==> config.mk <==
export PLATFORM = sky130hd
export DESIGN_NAME = mmtx_port
export DESIGN_NICKNAME = d
export VERILOG_FILES = /design/src/rtl/mmtx_pkg.sv /design/src/rtl/mmtx_port.sv
export VERILOG_INCLUDE_DIRS = /design/src /design/src/rtl
export SDC_FILE = /design/constraint.sdc
export NUM_CORES = 1
export LEC_CHECK = 0
export ABC_AREA = 0
export BUFFER_PORTS_ARGS = -buffer_cell sky130_fd_sc_hd__clkbuf_2
export CAP_MARGIN = 20
export CELL_PAD_IN_SITES_DETAIL_PLACEMENT = 1
export CELL_PAD_IN_SITES_GLOBAL_PLACEMENT = 1
export CORE_MARGIN = 2
export CORE_UTILIZATION = 40
export CTS_BUF_LIST = sky130_fd_sc_hd__clkbuf_4
export DETAILED_ROUTE_END_ITERATION = 10
export GPL_TIMING_DRIVEN = 0
export PLACE_DENSITY = 0.83
export SYNTH_ARGS = -nofsm -noshare
export SYNTH_HDL_FRONTEND = slang
export SYNTH_SLANG_ARGS = --single-unit
export TNS_END_PERCENT = 100
==> constraint.sdc <==
create_clock -name i_mclk -period 1.5 [get_ports i_mclk]
set_input_delay 0.15 -clock i_mclk [delete_from_list [all_inputs] [get_ports i_mclk]]
set_output_delay 0.15 -clock i_mclk [all_outputs]
set_load 0.005 [all_outputs]
==> src/rtl/mmtx_consts.svh <==
// constants of the multi-mode transmit port
`ifndef MMTX_CONSTS_SVH
`define MMTX_CONSTS_SVH

`define MMTX_MCLK_HZ      100000000
`define MMTX_MII_CLK_HZ   25000000
// half period of the generated mii transmit clock, in i_mclk cycles
`define MMTX_MII_HALF     (`MMTX_MCLK_HZ / (2 * `MMTX_MII_CLK_HZ))
`define MMTX_TXD_RST      8'h00
`define MMTX_EN_RST       1'b0
`define MMTX_MASK_GMII    8'hFF
`define MMTX_MASK_MII     8'h0F
`define MMTX_MASK_RMII    8'h03
`define MMTX_BIT8_POS     8

`endif

==> src/rtl/mmtx_pkg.sv <==
// types of the multi-mode transmit port
package mmtx_pkg;

  typedef enum logic [1:0] {
    MMTX_MODE_MII  = 2'h0,
    MMTX_MODE_RMII = 2'h1,
    MMTX_MODE_GMII = 2'h2,
    MMTX_MODE_TBI  = 2'h3
  } mmtx_mode_t;

  typedef enum logic [2:0] {
    MMTX_ST_IDLE = 3'h1,
    MMTX_ST_SEND = 3'h2,
    MMTX_ST_TAIL = 3'h4
  } mmtx_state_t;

  typedef struct packed {
    logic        txc_s1;
    logic        txc_s2;
    logic        txc_s3;
    logic        ref_s1;
    logic        ref_s2;
    logic        ref_s3;
    logic        gtx_s1;
    logic        gtx_s2;
    logic        gtx_s3;
    logic        crs_s1;
    logic        crs_s2;
    logic [1:0]  div;
    logic        gen_clk;
    mmtx_state_t st;
    logic [7:0]  txd;
    logic        txen;
  } mmtx_regs_t;

endpackage

==> src/rtl/mmtx_port.sv <==
// transmit pin logic of one multi-mode mac interface
`timescale 1ns/1ps
`default_nettype none
`include "mmtx_consts.svh"

// Operation
// - transmit clock pin is input in mac role, driven output in phy emulation in mii mode only
// - mii transmit clock is 25 mhz; generated locally in phy emulation
// - data uses lanes 7:0 in gmii/tbi, 3:0 in mii, 1:0 in rmii
// - data launches on rising edge of the mode's selected transmit clock
// - transmit enable rises with first preamble symbol, synchronous to mode clock
// - transmit enable stays high until the frame's last symbol is sent
// - in tbi mode the enable pin carries code-group bit 8
// - carrier sense is input in mac role, output in phy emulation
module mmtx_port (
  input  wire logic               i_mclk,
  input  wire logic               i_rstn,
  input  wire mmtx_pkg::mmtx_mode_t i_mode,
  input  wire logic               i_phy_role,
  input  wire logic               i_tx_clk,
  output logic                    o_tx_clk,
  output logic                    o_tx_clk_oe,
  input  wire logic               i_ref_clk,
  input  wire logic               i_gtx_clk,
  input  wire logic               i_carrier_sense,
  output logic                    o_carrier_sense,
  output logic                    o_carrier_sense_oe,
  output logic                    o_carrier_seen,
  input  wire logic               i_sym_valid,
  input  wire logic [8:0]         i_sym_data,
  input  wire logic               i_sym_last,
  output logic                    o_sym_ready,
  output logic [7:0]              o_txd,
  output logic                    o_tx_en
);
  import mmtx_pkg::*;

  // ==========================================================
  // state
  // every flop of the port lives in this one struct
  mmtx_regs_t r_reg;
  mmtx_regs_t r_next;
  logic       gen_rise;
  logic       mii_edge;
  logic       launch;
  logic       take;
  logic [7:0] lane_mask;

  // ==========================================================
  // edge selection
  always_comb begin
    gen_rise = (r_reg.div == 2'(`MMTX_MII_HALF - 1)) && !r_reg.gen_clk;
    // only the second and third sync stages feed edge detection
    mii_edge = i_phy_role ? gen_rise : (r_reg.txc_s2 && !r_reg.txc_s3);
    case (i_mode)
      MMTX_MODE_MII: begin
        launch    = mii_edge;
        lane_mask = `MMTX_MASK_MII;
      end
      MMTX_MODE_RMII: begin
        launch    = r_reg.ref_s2 && !r_reg.ref_s3;
        lane_mask = `MMTX_MASK_RMII;
      end
      default: begin
        launch    = r_reg.gtx_s2 && !r_reg.gtx_s3;
        lane_mask = `MMTX_MASK_GMII;
      end
    endcase
    // one idle clock is forced between frames so enable visibly drops
    o_sym_ready = launch && (r_reg.st != MMTX_ST_TAIL);
    take        = o_sym_ready && i_sym_valid;
  end

  // ==========================================================
  // next state
  always_comb begin
    r_next        = r_reg;
    // pin clocks: two sync stages, the third stage only finds the edge
    r_next.txc_s1 = i_tx_clk;
    r_next.txc_s2 = r_reg.txc_s1;
    r_next.txc_s3 = r_reg.txc_s2;
    r_next.ref_s1 = i_ref_clk;
    r_next.ref_s2 = r_reg.ref_s1;
    r_next.ref_s3 = r_reg.ref_s2;
    r_next.gtx_s1 = i_gtx_clk;
    r_next.gtx_s2 = r_reg.gtx_s1;
    r_next.gtx_s3 = r_reg.gtx_s2;
    // carrier sense pin is asynchronous: plain two-stage synchroniser
    r_next.crs_s1 = i_carrier_sense;
    r_next.crs_s2 = r_reg.crs_s1;
    // free-running 25 mhz source for phy emulation
    if (r_reg.div == 2'(`MMTX_MII_HALF - 1)) begin
      r_next.div     = 2'h0;
      r_next.gen_clk = !r_reg.gen_clk;
    end else begin
      r_next.div = r_reg.div + 2'h1;
    end
    // pins move only on the selected clock's rising edge
    if (launch) begin
      if (take) begin
        r_next.txd = i_sym_data[7:0] & lane_mask;
        if (i_mode == MMTX_MODE_TBI) begin
          r_next.txen = i_sym_data[`MMTX_BIT8_POS];
        end else begin
          r_next.txen = 1'b1;
        end
        r_next.st = i_sym_last ? MMTX_ST_TAIL : MMTX_ST_SEND;
      end else if (r_reg.st == MMTX_ST_SEND) begin
        // source gap inside a frame: send zeros; keep enable except in tbi, where the enable pin goes low
        r_next.txd  = `MMTX_TXD_RST;
        r_next.txen = (i_mode != MMTX_MODE_TBI);
      end else begin
        r_next.txd  = `MMTX_TXD_RST;
        r_next.txen = `MMTX_EN_RST;
        r_next.st   = MMTX_ST_IDLE;
      end
    end
  end

  always_ff @(posedge i_mclk or negedge i_rstn) begin
    if (!i_rstn) begin
      // all flops reset together, st to idle and the rest to zero; the oe outputs follow the role inputs directly
      r_reg <= '{txc_s1: 1'b0, txc_s2: 1'b0, txc_s3: 1'b0,
                 ref_s1: 1'b0, ref_s2: 1'b0, ref_s3: 1'b0,
                 gtx_s1: 1'b0, gtx_s2: 1'b0, gtx_s3: 1'b0,
                 crs_s1: 1'b0, crs_s2: 1'b0, div: 2'h0, gen_clk: 1'b0,
                 st: MMTX_ST_IDLE, txd: `MMTX_TXD_RST, txen: `MMTX_EN_RST};
    end else begin
      r_reg <= r_next;
    end
  end

  // ==========================================================
  // pins
  always_comb begin
    o_txd              = r_reg.txd;
    o_tx_en            = r_reg.txen;
    o_tx_clk           = r_reg.gen_clk;
    // limitation: only mii has a clock output; other modes keep the pin undriven
    o_tx_clk_oe        = i_phy_role && (i_mode == MMTX_MODE_MII);
    o_carrier_sense    = (r_reg.st != MMTX_ST_IDLE);
    o_carrier_sense_oe = i_phy_role;
    o_carrier_seen     = r_reg.crs_s2;
  end
endmodule
`default_nettype wire

Yosys cells after proc, flatten, opt, wreduce, memory -nomap -nowiden
Index checks and enable logic that the tools add are counted.
{"block": "word_totals", "reg_bits": 26, "inputBits": 20, "output_inout_bits": 15, "wordCells": 48}
{"block": "classes", "addsub": 1, "eq_ne": 8, "n_mux": 9, "bitwise": 1, "reduce_logical": 13}
{"op": "$pmux W8 S2", "n": 1}
{"op": "$mux W12", "n": 1}
{"op": "$and A8 B8 Y8", "n": 1}
{"op": "$logic_and A1 B1 Y1", "n": 7}
{"op": "$mux W3", "n": 2}
{"op": "$eq A2 B1 Y1 const B", "n": 2}
{"op": "$logic_not A1 Y1", "n": 4}
{"op": "$ne A2 B2 Y1 const B", "n": 2}
{"op": "$eq A3 B2 Y1 const B", "n": 1}
{"op": "$mux W1", "n": 3}
{"op": "$ne A3 B1 Y1 const B", "n": 1}
{"op": "$ne A3 B3 Y1 const B", "n": 1}
{"op": "$add A2 B1 Y2 const B", "n": 1}
{"op": "$eq A2 B2 Y1 const B", "n": 1}
{"op": "$logic_not A2 Y1", "n": 1}
{"op": "$mux W2", "n": 1}
{"op": "$pmux W1 S2", "n": 1}
{"op": "$reduce_and A2 Y1", "n": 1}

Longest topological paths before layout
Gate-level depths: netlist of run 1.
{"block": "logic_depth", "word_depth": 8, "depth_mapped": 7, "mapped_depth_nobuf": 5}

Worst setup path before layout of run 1
Ideal clock, no wire load.
{"block": "synth_path", "path_type": "reg2out", "startpoint": "register r_reg[20] (netlist name)", "endpoint": "output port o_sym_ready", "arrival_ns": 1.138, "required_time_ns": 1.350, "path_slack_ns": 0.212, "stages_incl_launch_ff": 6, "n_path_buf": 1, "cell_sequence": "dfrtp_1 or2b_2 o22ai_4 a31oi_4 buf_6 a21oi_2"}
{"block": "synth_between", "elab_chain_cells": 4}
{"element": "from (decl)", "line_no": "mmtx_port.sv:41", "text": "mmtx_regs_t r_reg;"}
{"element": "from (signal assigned)", "line_no": "mmtx_port.sv:123", "text": "r_reg <= '{txc_s1: 1'b0, txc_s2: 1'b0, txc_s3: 1'b0,"}
{"element": "from (signal assigned)", "line_no": "mmtx_port.sv:129", "text": "r_reg <= r_next;"}
{"element": "$logic_not A1 Y1", "line_no": "mmtx_port.sv:61", "text": "launch = r_reg.ref_s2 && !r_reg.ref_s3;"}
{"element": "$logic_and A1 B1 Y1", "line_no": "mmtx_port.sv:61"}
{"element": "$pmux W1 S2", "line_no": "mmtx_port.sv:55", "text": "case (i_mode)"}
{"element": "$logic_and A1 B1 Y1", "line_no": "mmtx_port.sv:70", "text": "o_sym_ready = launch && (r_reg.st != MMTX_ST_TAIL);"}
{"element": "to (decl)", "line_no": "mmtx_port.sv:32", "text": "output logic o_sym_ready,"}
Every way passes these cells.

Worst setup path after layout of run 1
Ends and elaborated chain as after synthesis.

==> results of run 1 <==
## final cells by class
class | instances | area share
inverter | 4 | 0.0101
timing repair buffer | 45 | 0.180
buffer | 12 | 0.0680
sequential | 26 | 0.437
multi-input combinational | 59 | 0.262
clock buffer | 3 | 0.0151
tap | 31 | 0.0260
clock inverter | 1 | 0.00252
## path summary, 6_finish.rpt
kind / startpoint / endpoint / slack [ns] / depth (start not counted)
worst max-delay path: r_reg[20] / o_sym_ready / -0.17 / 6
worst min-delay path: i_sym_data[0] / o_txd[0] / 0.03 / 3
worst max register to register: r_reg[20] / r_reg[10] / 0.09 / 7
worst min register to register: r_next[18] / r_next[17] / 0.37 / 0
max in group asynchronous: i_rstn / r_next[17] / 0.74 / 2
min in group asynchronous: i_rstn / o_txd[6] / 0.36 / 2
## power groups by stage
stage                     clock network (µW)  registers (µW)  logic, µW
after floorplan                            0             856        213
after global placement                     0             866        323
after detailed placement                   0             876        338
after CTS                                311             851        406
after global routing                     341             865        459
final                                    300             853        409
## stage by stage
step / instance area (µm²) / instances / setup TNS [ns]
after floorplan: 1130 / 101 / 0
after global placement: 1340 / 165 / 0
after detailed placement: 1340 / 165 / 0
after CTS: 1480 / 181 / -0.185
after global routing: 1490 / 181 / -0.324
final: 1490 / 181 / -0.172
## metal layers
metal,up-vias,wire length (µm),GRT usage
met3,6,135,0.0272
met1,425,950,0.176
met4,0,82,0.123
met5,-,0,0
li1,428,-,-
met2,32,1220,0.307
## cell usage in the layout (no fill, tap or decap)
cell and count:
sky130_fd_sc_hd__nand2_1 14, sky130_fd_sc_hd__a21boi_2 1, sky130_fd_sc_hd__o21ai_0 4, sky130_fd_sc_hd__o211ai_1 1, sky130_fd_sc_hd__inv_1 3, sky130_fd_sc_hd__nand2b_4 2
sky130_fd_sc_hd__a21oi_2 1, sky130_fd_sc_hd__o21ai_4 1, sky130_fd_sc_hd__o21ai_1 5, sky130_fd_sc_hd__clkbuf_2 32, sky130_fd_sc_hd__a31o_4 1, sky130_fd_sc_hd__xnor2_1 1
sky130_fd_sc_hd__nor4b_1 1, sky130_fd_sc_hd__buf_2 1, sky130_fd_sc_hd__a221oi_2 1, sky130_fd_sc_hd__dfstp_2 1, sky130_fd_sc_hd__clkbuf_4 3, sky130_fd_sc_hd__or3_1 1
sky130_fd_sc_hd__buf_4 16, sky130_fd_sc_hd__inv_2 1, sky130_fd_sc_hd__nand3_1 10, sky130_fd_sc_hd__a31oi_4 1, sky130_fd_sc_hd__a21o_1 1, sky130_fd_sc_hd__dlygate4sd3_1 5
sky130_fd_sc_hd__clkinv_1 1, sky130_fd_sc_hd__and2_1 1, sky130_fd_sc_hd__and2b_1 1, sky130_fd_sc_hd__or2b_4 1, sky130_fd_sc_hd__nor2b_1 1, sky130_fd_sc_hd__nor2_1 4
sky130_fd_sc_hd__buf_6 3, sky130_fd_sc_hd__dfrtp_1 25, sky130_fd_sc_hd__o22ai_4 1, sky130_fd_sc_hd__a21oi_1 4
## worst reg2reg max path: stages, from the launching register on
cell,delay [ns]
sky130_fd_sc_hd__dfrtp_1,0.41
sky130_fd_sc_hd__or2b_4,0.26
sky130_fd_sc_hd__o22ai_4,0.14
sky130_fd_sc_hd__a31oi_4,0.06
sky130_fd_sc_hd__buf_6,0.14
sky130_fd_sc_hd__buf_4,0.16
sky130_fd_sc_hd__nand2_1,0.07
sky130_fd_sc_hd__nand3_1,0.08
## cells by family after synthesis
group,after synthesis,synth area share
and+or+nand+nor,36,0.160
buffers and inverters,16,0.0996
AOI/OAI and AO/OA,22,0.156
xor gates and xnor gates,1,0.00774
DFF,26,0.576
## timing repair
item                                    in CTS  in global routing
endpoints found under the setup margin       2                  7
endpoints found under the hold margin       29                  0
setup buffers                                7                  0
pin swaps                                    4                  2
hold buffers                                 5                  0
resized for setup                            4                  7
==> flow_metrics.py, run 1 <==
metrics = {
    "setup_path": {
        "critical_path_arrival_ns": 1.52,
        "timing.critical_path.fanout_max": 2,
        "crit_family": "flip-flops",
        "worstPathCellList": "or2b_4, o22ai_4, a31oi_4, buf_6, a21oi_2, buf_2",
        "critical_path.max_stage_delay_ns": 0.41,
        "critPathKind": "reg2out",
        "cp.required_ns": 1.35,
        "startpoint_class": "flop",
        "cp.buffers_inverters": 2,
        "endpoint_kind": "output port",
        "slowest_stage": "sky130_fd_sc_hd__dfrtp_1",
    },
    "die": {
        "effective_utilization_at_floorplan": 0.417,
        "die-width_um": 57.2,
        "core_region_area_um2": 2710,
        "dieArea_um2": 3270,
        "die_ht_um": 57.2,
        "floorplan.rows": 19,
        "io_pins": 35,
    },
    "power_and_ir_drop": {
        "p_int_uw": 1100,
        "combinational_power_share": 0.262,
        "switching_power_uw": 459,
        "seq_power_share": 0.546,
        "p_sw_frac": 0.294,
        "ir_drop_mv": 0.519,
        "total_power_uw": 1560,
        "static_power_due_to_leakage_uw": 0.000748,
        "power.share.clock": 0.192,
        "cellPowerDensity_nw_per_um2": 1050,
    },
    "clocking": {
        "root_buffer": "sky130_fd_sc_hd__clkbuf_4",
        "tritoncts_num_sinks": 26,
        "cts.htree.levels": 1,
        "cts_inserted_buffers": 3,
        "insertion_delay_ns": 0.32,
        "clk_transition_reported_paths_ns": 0.14,
        "clock_tree.buffer_depth": 2,
        "clock_tree_from_tritoncts": "yes",
    },
    "cells_and_area": {
        "fin_util": 0.550,
        "antenna_cells_inserted": 0,
        "final_layout_size_suffix_gt1_frac": 0.447,
        "finalNetCount": 171,
        "area_occupied_by_multi_input_gates_um2": 390,
        "nFillCells": 305,
        "ff_latch_area_um2": 652,
        "synthToLayoutAreaGrowth_pct": 31.9,
    },
    "run_status": {
        "failing_checks": "negative setup slack",
        "status": "complete, but fails checks",
    },
    "sta": {
        "slew_headroom": 0.579,
        "hold_violations": 0,
        "setup_ws_ns": -0.172,
        "finalCriticalPeriod_ns": 1.67,
        "clock.fmax_ghz": 0.598,
        "final-max-slew-violation-count": 0,
        "timing.final.setup_violations": 1,
        "worst_clock_skew_ns": 0.00411,
        "worst_slack_on_hold_paths_ns": 0.0312,
        "final_min_period_over_clock_period": 1.11,
        "worst-slew-pin-transition_ns": 0.632,
        "grt_setup_unrepaired": "yes",
    },
    "synthesis": {
        "synth.ff_latch_count": 26,
        "synth.cells.most_frequent": "sky130_fd_sc_hd__dfrtp_1 (25), sky130_fd_sc_hd__nand2_1 (14), sky130_fd_sc_hd__buf_4 (10), sky130_fd_sc_hd__nand3_1 (10), sky130_fd_sc_hd__o21ai_0 (8)",
        "synth_area_um2": 1130,
        "synth_top_area_frac": 0.553,
        "asyncSetResetFlopFracSynth": 1.00,
        "syn_inst": 101,
        "synthTopCellsByArea": "sky130_fd_sc_hd__dfrtp_1 (55%), sky130_fd_sc_hd__buf_4 (6.6%), sky130_fd_sc_hd__nand2_1 (4.6%), sky130_fd_sc_hd__nand3_1 (4.4%), sky130_fd_sc_hd__o21ai_0 (3.5%)",
        "synth.yosys.seq_area_share": 0.576,
        "postSynthAreaPerCell_um2": 11.2,
        "synth-warning-count": 0,
        "post-synth-top-count-cell": "sky130_fd_sc_hd__dfrtp_1",
        "synthDistinctLibCells": 29,
        "number_of_enable_type_register_cells_in_the_synthesized_netlist": 0,
        "syn_nets": 121,
        "post-synth-top-area-cell": "sky130_fd_sc_hd__dfrtp_1",
        "synthFlopType": "sky130_fd_sc_hd__dfrtp_1",
    },
    "drt": {
        "avgViaCountPerCell": 4.92,
        "overall_via_count_from_detail_route": 891,
        "detailedRoute.firstPassIterationCount": 4,
        "wl_per_cell_um": 13.2,
        "detailedRoute.firstIterationViolations": 9,
        "route.final.wire_length_mm": 2.39,
        "post-route-drc-count": 0,
        "detail-route-antenna-nets": 0,
    },
    "hold_path": {
        "hold_path_class": "in2reg",
    },
    "global_routing": {
        "track_usage": 0.170,
        "grt_pass1_vias": 971,
        "total_gr_overflow": 0,
        "global_route_wire_length_before_repair_mm": 4.15,
        "pin_count_of_the_biggest_net_entering_global_routing": 27,
        "number_of_antenna_violations_at_the_first_check_in_global_routing": 0,
    },
    "placed_design": {
        "gpl.final_weighted_congestion": 0.739,
        "numPortBuffers": 33,
        "dpl_worst_slack_ns": 0.000579,
        "dpl.hpwl_mm": 1.68,
    },
    "job": {
        "max-cap-violations": 0,
    },
}
Note: power is estimated with default switching activity, not from simulation.
==> run 2, diff against run 1 <==
- CORE_ASPECT_RATIO: not set -> 0.7
- HOLD_SLACK_MARGIN: not set -> 0.05
==> run 2 against run 1 <==
The flow still finishes with violations (negative setup slack). Cell count grew 6.6%. Die area grew 0.21%. Power grew 13%. Sequential share of layout area shrank 2.7 points. Via count grew 6.3%. First-iteration DRC count grew 130%. Sequential power grew 1%. Clock power grew 57%. Critical path type unchanged.
==> flow_metrics.py, run 2 (synthesis results as in run 1) <==
metrics = {
    "cells_and_area": {
        "final_cell_mix": "sky130_fd_sc_hd__clkbuf_2 (32), sky130_fd_sc_hd__dfrtp_1 (25), sky130_fd_sc_hd__buf_4 (17)",
        "final_layout_size_suffix_gt1_frac": 0.446,
        "synthToLayoutAreaGrowth_pct": 40.6,
        "final_common_cell": "sky130_fd_sc_hd__clkbuf_2",
        "antenna_cells_inserted": 0,
        "finalNetCount": 178,
    },
    "sta": {
        "finalCriticalPeriod_ns": 1.65,
        "slew_headroom": 0.571,
        "hold_violations": 0,
        "final_min_period_over_clock_period": 1.10,
        "timing.final.setup_violations": 2,
        "sum_of_negative_setup_slack_ns": -0.165,
        "worst_slack_on_hold_paths_ns": 0.0634,
        "clock.fmax_ghz": 0.606,
        "final-max-slew-violation-count": 0,
        "setup_ws_ns": -0.149,
        "worst-slew-pin-transition_ns": 0.643,
        "grt_setup_unrepaired": "yes",
        "worst_clock_skew_ns": 0.00398,
    },
    "drt": {
        "detailedRoute.firstIterationViolations": 21,
        "detail-route-antenna-nets": 0,
        "wl_per_cell_um": 14.2,
        "post-route-drc-count": 0,
        "route.final.wire_length_mm": 2.73,
        "detailedRoute.firstPassIterationCount": 4,
        "avgViaCountPerCell": 4.91,
        "overall_via_count_from_detail_route": 947,
    },
    "placed_design": {
        "gpl.final_weighted_congestion": 0.685,
        "numPortBuffers": 33,
        "dpl.hpwl_mm": 1.87,
        "dpl_worst_slack_ns": 0.0136,
    },
    "setup_path": {
        "cp.required_ns": 1.35,
        "critPathKind": "reg2out",
        "endpoint_kind": "output port",
        "critical_path_arrival_ns": 1.50,
        "worst-r2r-cell-count": 6,
        "slack_of_the_worst_reg_to_reg_path_ns": 0.06,
        "crit_path_start": "r_next[20]",
        "rr_endpoint": "o_txd[2]",
        "timing.critical_path.fanout_max": 2,
        "startpoint_class": "flop",
        "worst_r2r_start": "r_reg[9]",
    },
    "die": {
        "die-width_um": 67.6,
        "core_region_area_um2": 2740,
        "io_pins": 35,
        "die_ht_um": 48.5,
        "dieArea_um2": 3280,
        "floorplan.rows": 16,
        "effective_utilization_at_floorplan": 0.412,
    },
    "power_and_ir_drop": {
        "cellPowerDensity_nw_per_um2": 1110,
        "ir_drop_mv": 0.651,
        "static_power_due_to_leakage_uw": 0.000792,
        "total_power_uw": 1760,
    },
    "clocking": {
        "insertion_delay_ns": 0.32,
        "clk_transition_reported_paths_ns": 0.14,
        "clock_tree_from_tritoncts": "yes",
        "root_buffer": "sky130_fd_sc_hd__clkbuf_4",
        "tritoncts_num_sinks": 26,
        "clock_tree.buffer_depth": 2,
        "cts_inserted_buffers": 3,
        "cts.htree.levels": 1,
    },
    "job": {
        "max-cap-violations": 0,
    },
    "hold_path": {
        "worst_hold_path.num_cells": 3,
        "whs_endpoint": "o_txd[5]",
        "hold_path_class": "in2reg",
        "hold_path.startpoint": "i_sym_data[5]",
    },
    "global_routing": {
        "grt_pass1_vias": 958,
        "global_route_wire_length_before_repair_mm": 4.22,
        "track_usage": 0.174,
        "pin_count_of_the_biggest_net_entering_global_routing": 27,
        "number_of_antenna_violations_at_the_first_check_in_global_routing": 0,
        "total_gr_overflow": 0,
    },
    "run_status": {
        "failing_checks": "negative setup slack",
        "status": "complete, but fails checks",
    },
}
[run 2: timing repair]
action                     in CTS  in global routing
hold buffers                    8                  2
setup endpoints to repair       2                 10
cloned                          0                  1
setup buffers                   7                  1
resized for setup               4                  9
pin swaps                       4                  3
hold endpoints to repair       32                  2
[run 2: metrics by stage]
step                instances  instance area, µm²  utilization
floorplan                 101                1130            -
global placement          170                1340        0.489
detailed placement        170                1340        0.489
CTS                       189                1540        0.563
global route              193                1590        0.580
finish                    193                1590        0.580
[run 2: cell type report]
cell class | instances | area, µm²
plain buffers | 12 | 101
clock buffers | 3 | 22.5
clock inverters | 1 | 30.0
fillers | 297 | 1150
inverters | 4 | 15.0
multi-input cells | 59 | 388
flip-flops and latches | 26 | 652
well taps | 36 | 45.0
repair buffers | 52 | 337
[run 2: worst max-delay path by stage]
stage / endpoint / slack [ns] / depth (start not counted)
4_1_cts: o_sym_ready / -0.17 / 6
3_5_place_dp: o_sym_ready / 0.01 / 6
5_1_grt: o_sym_ready / -0.23 / 6
2_1_floorplan: o_sym_ready / 0.21 / 5
3_3_place_gp: o_sym_ready / 0.05 / 6
6_report: o_sym_ready / -0.15 / 6
[run 2: critical path: stages, from the launching register on]
cell	delay [ns]
sky130_fd_sc_hd__dfrtp_1	0.37
sky130_fd_sc_hd__or2b_4	0.27
sky130_fd_sc_hd__o22ai_4	0.14
sky130_fd_sc_hd__a31oi_4	0.06
sky130_fd_sc_hd__buf_6	0.14
sky130_fd_sc_hd__a21oi_2	0.08
sky130_fd_sc_hd__buf_2	0.12
[run 2: routing by layer]
layer  vias to the layer above  GRT usage  part of all wire
met5                         -          0                 0
li1                        445          -                 -
met3                         4     0.0465             0.050
met2                        26      0.324              0.55
met1                       472      0.190              0.39
met4                         0     0.0476             0.012
[run 2: power breakdown]
part	internal, µW	switching, µW
logic	227	202
clock network	270	202
registers	787	76.9
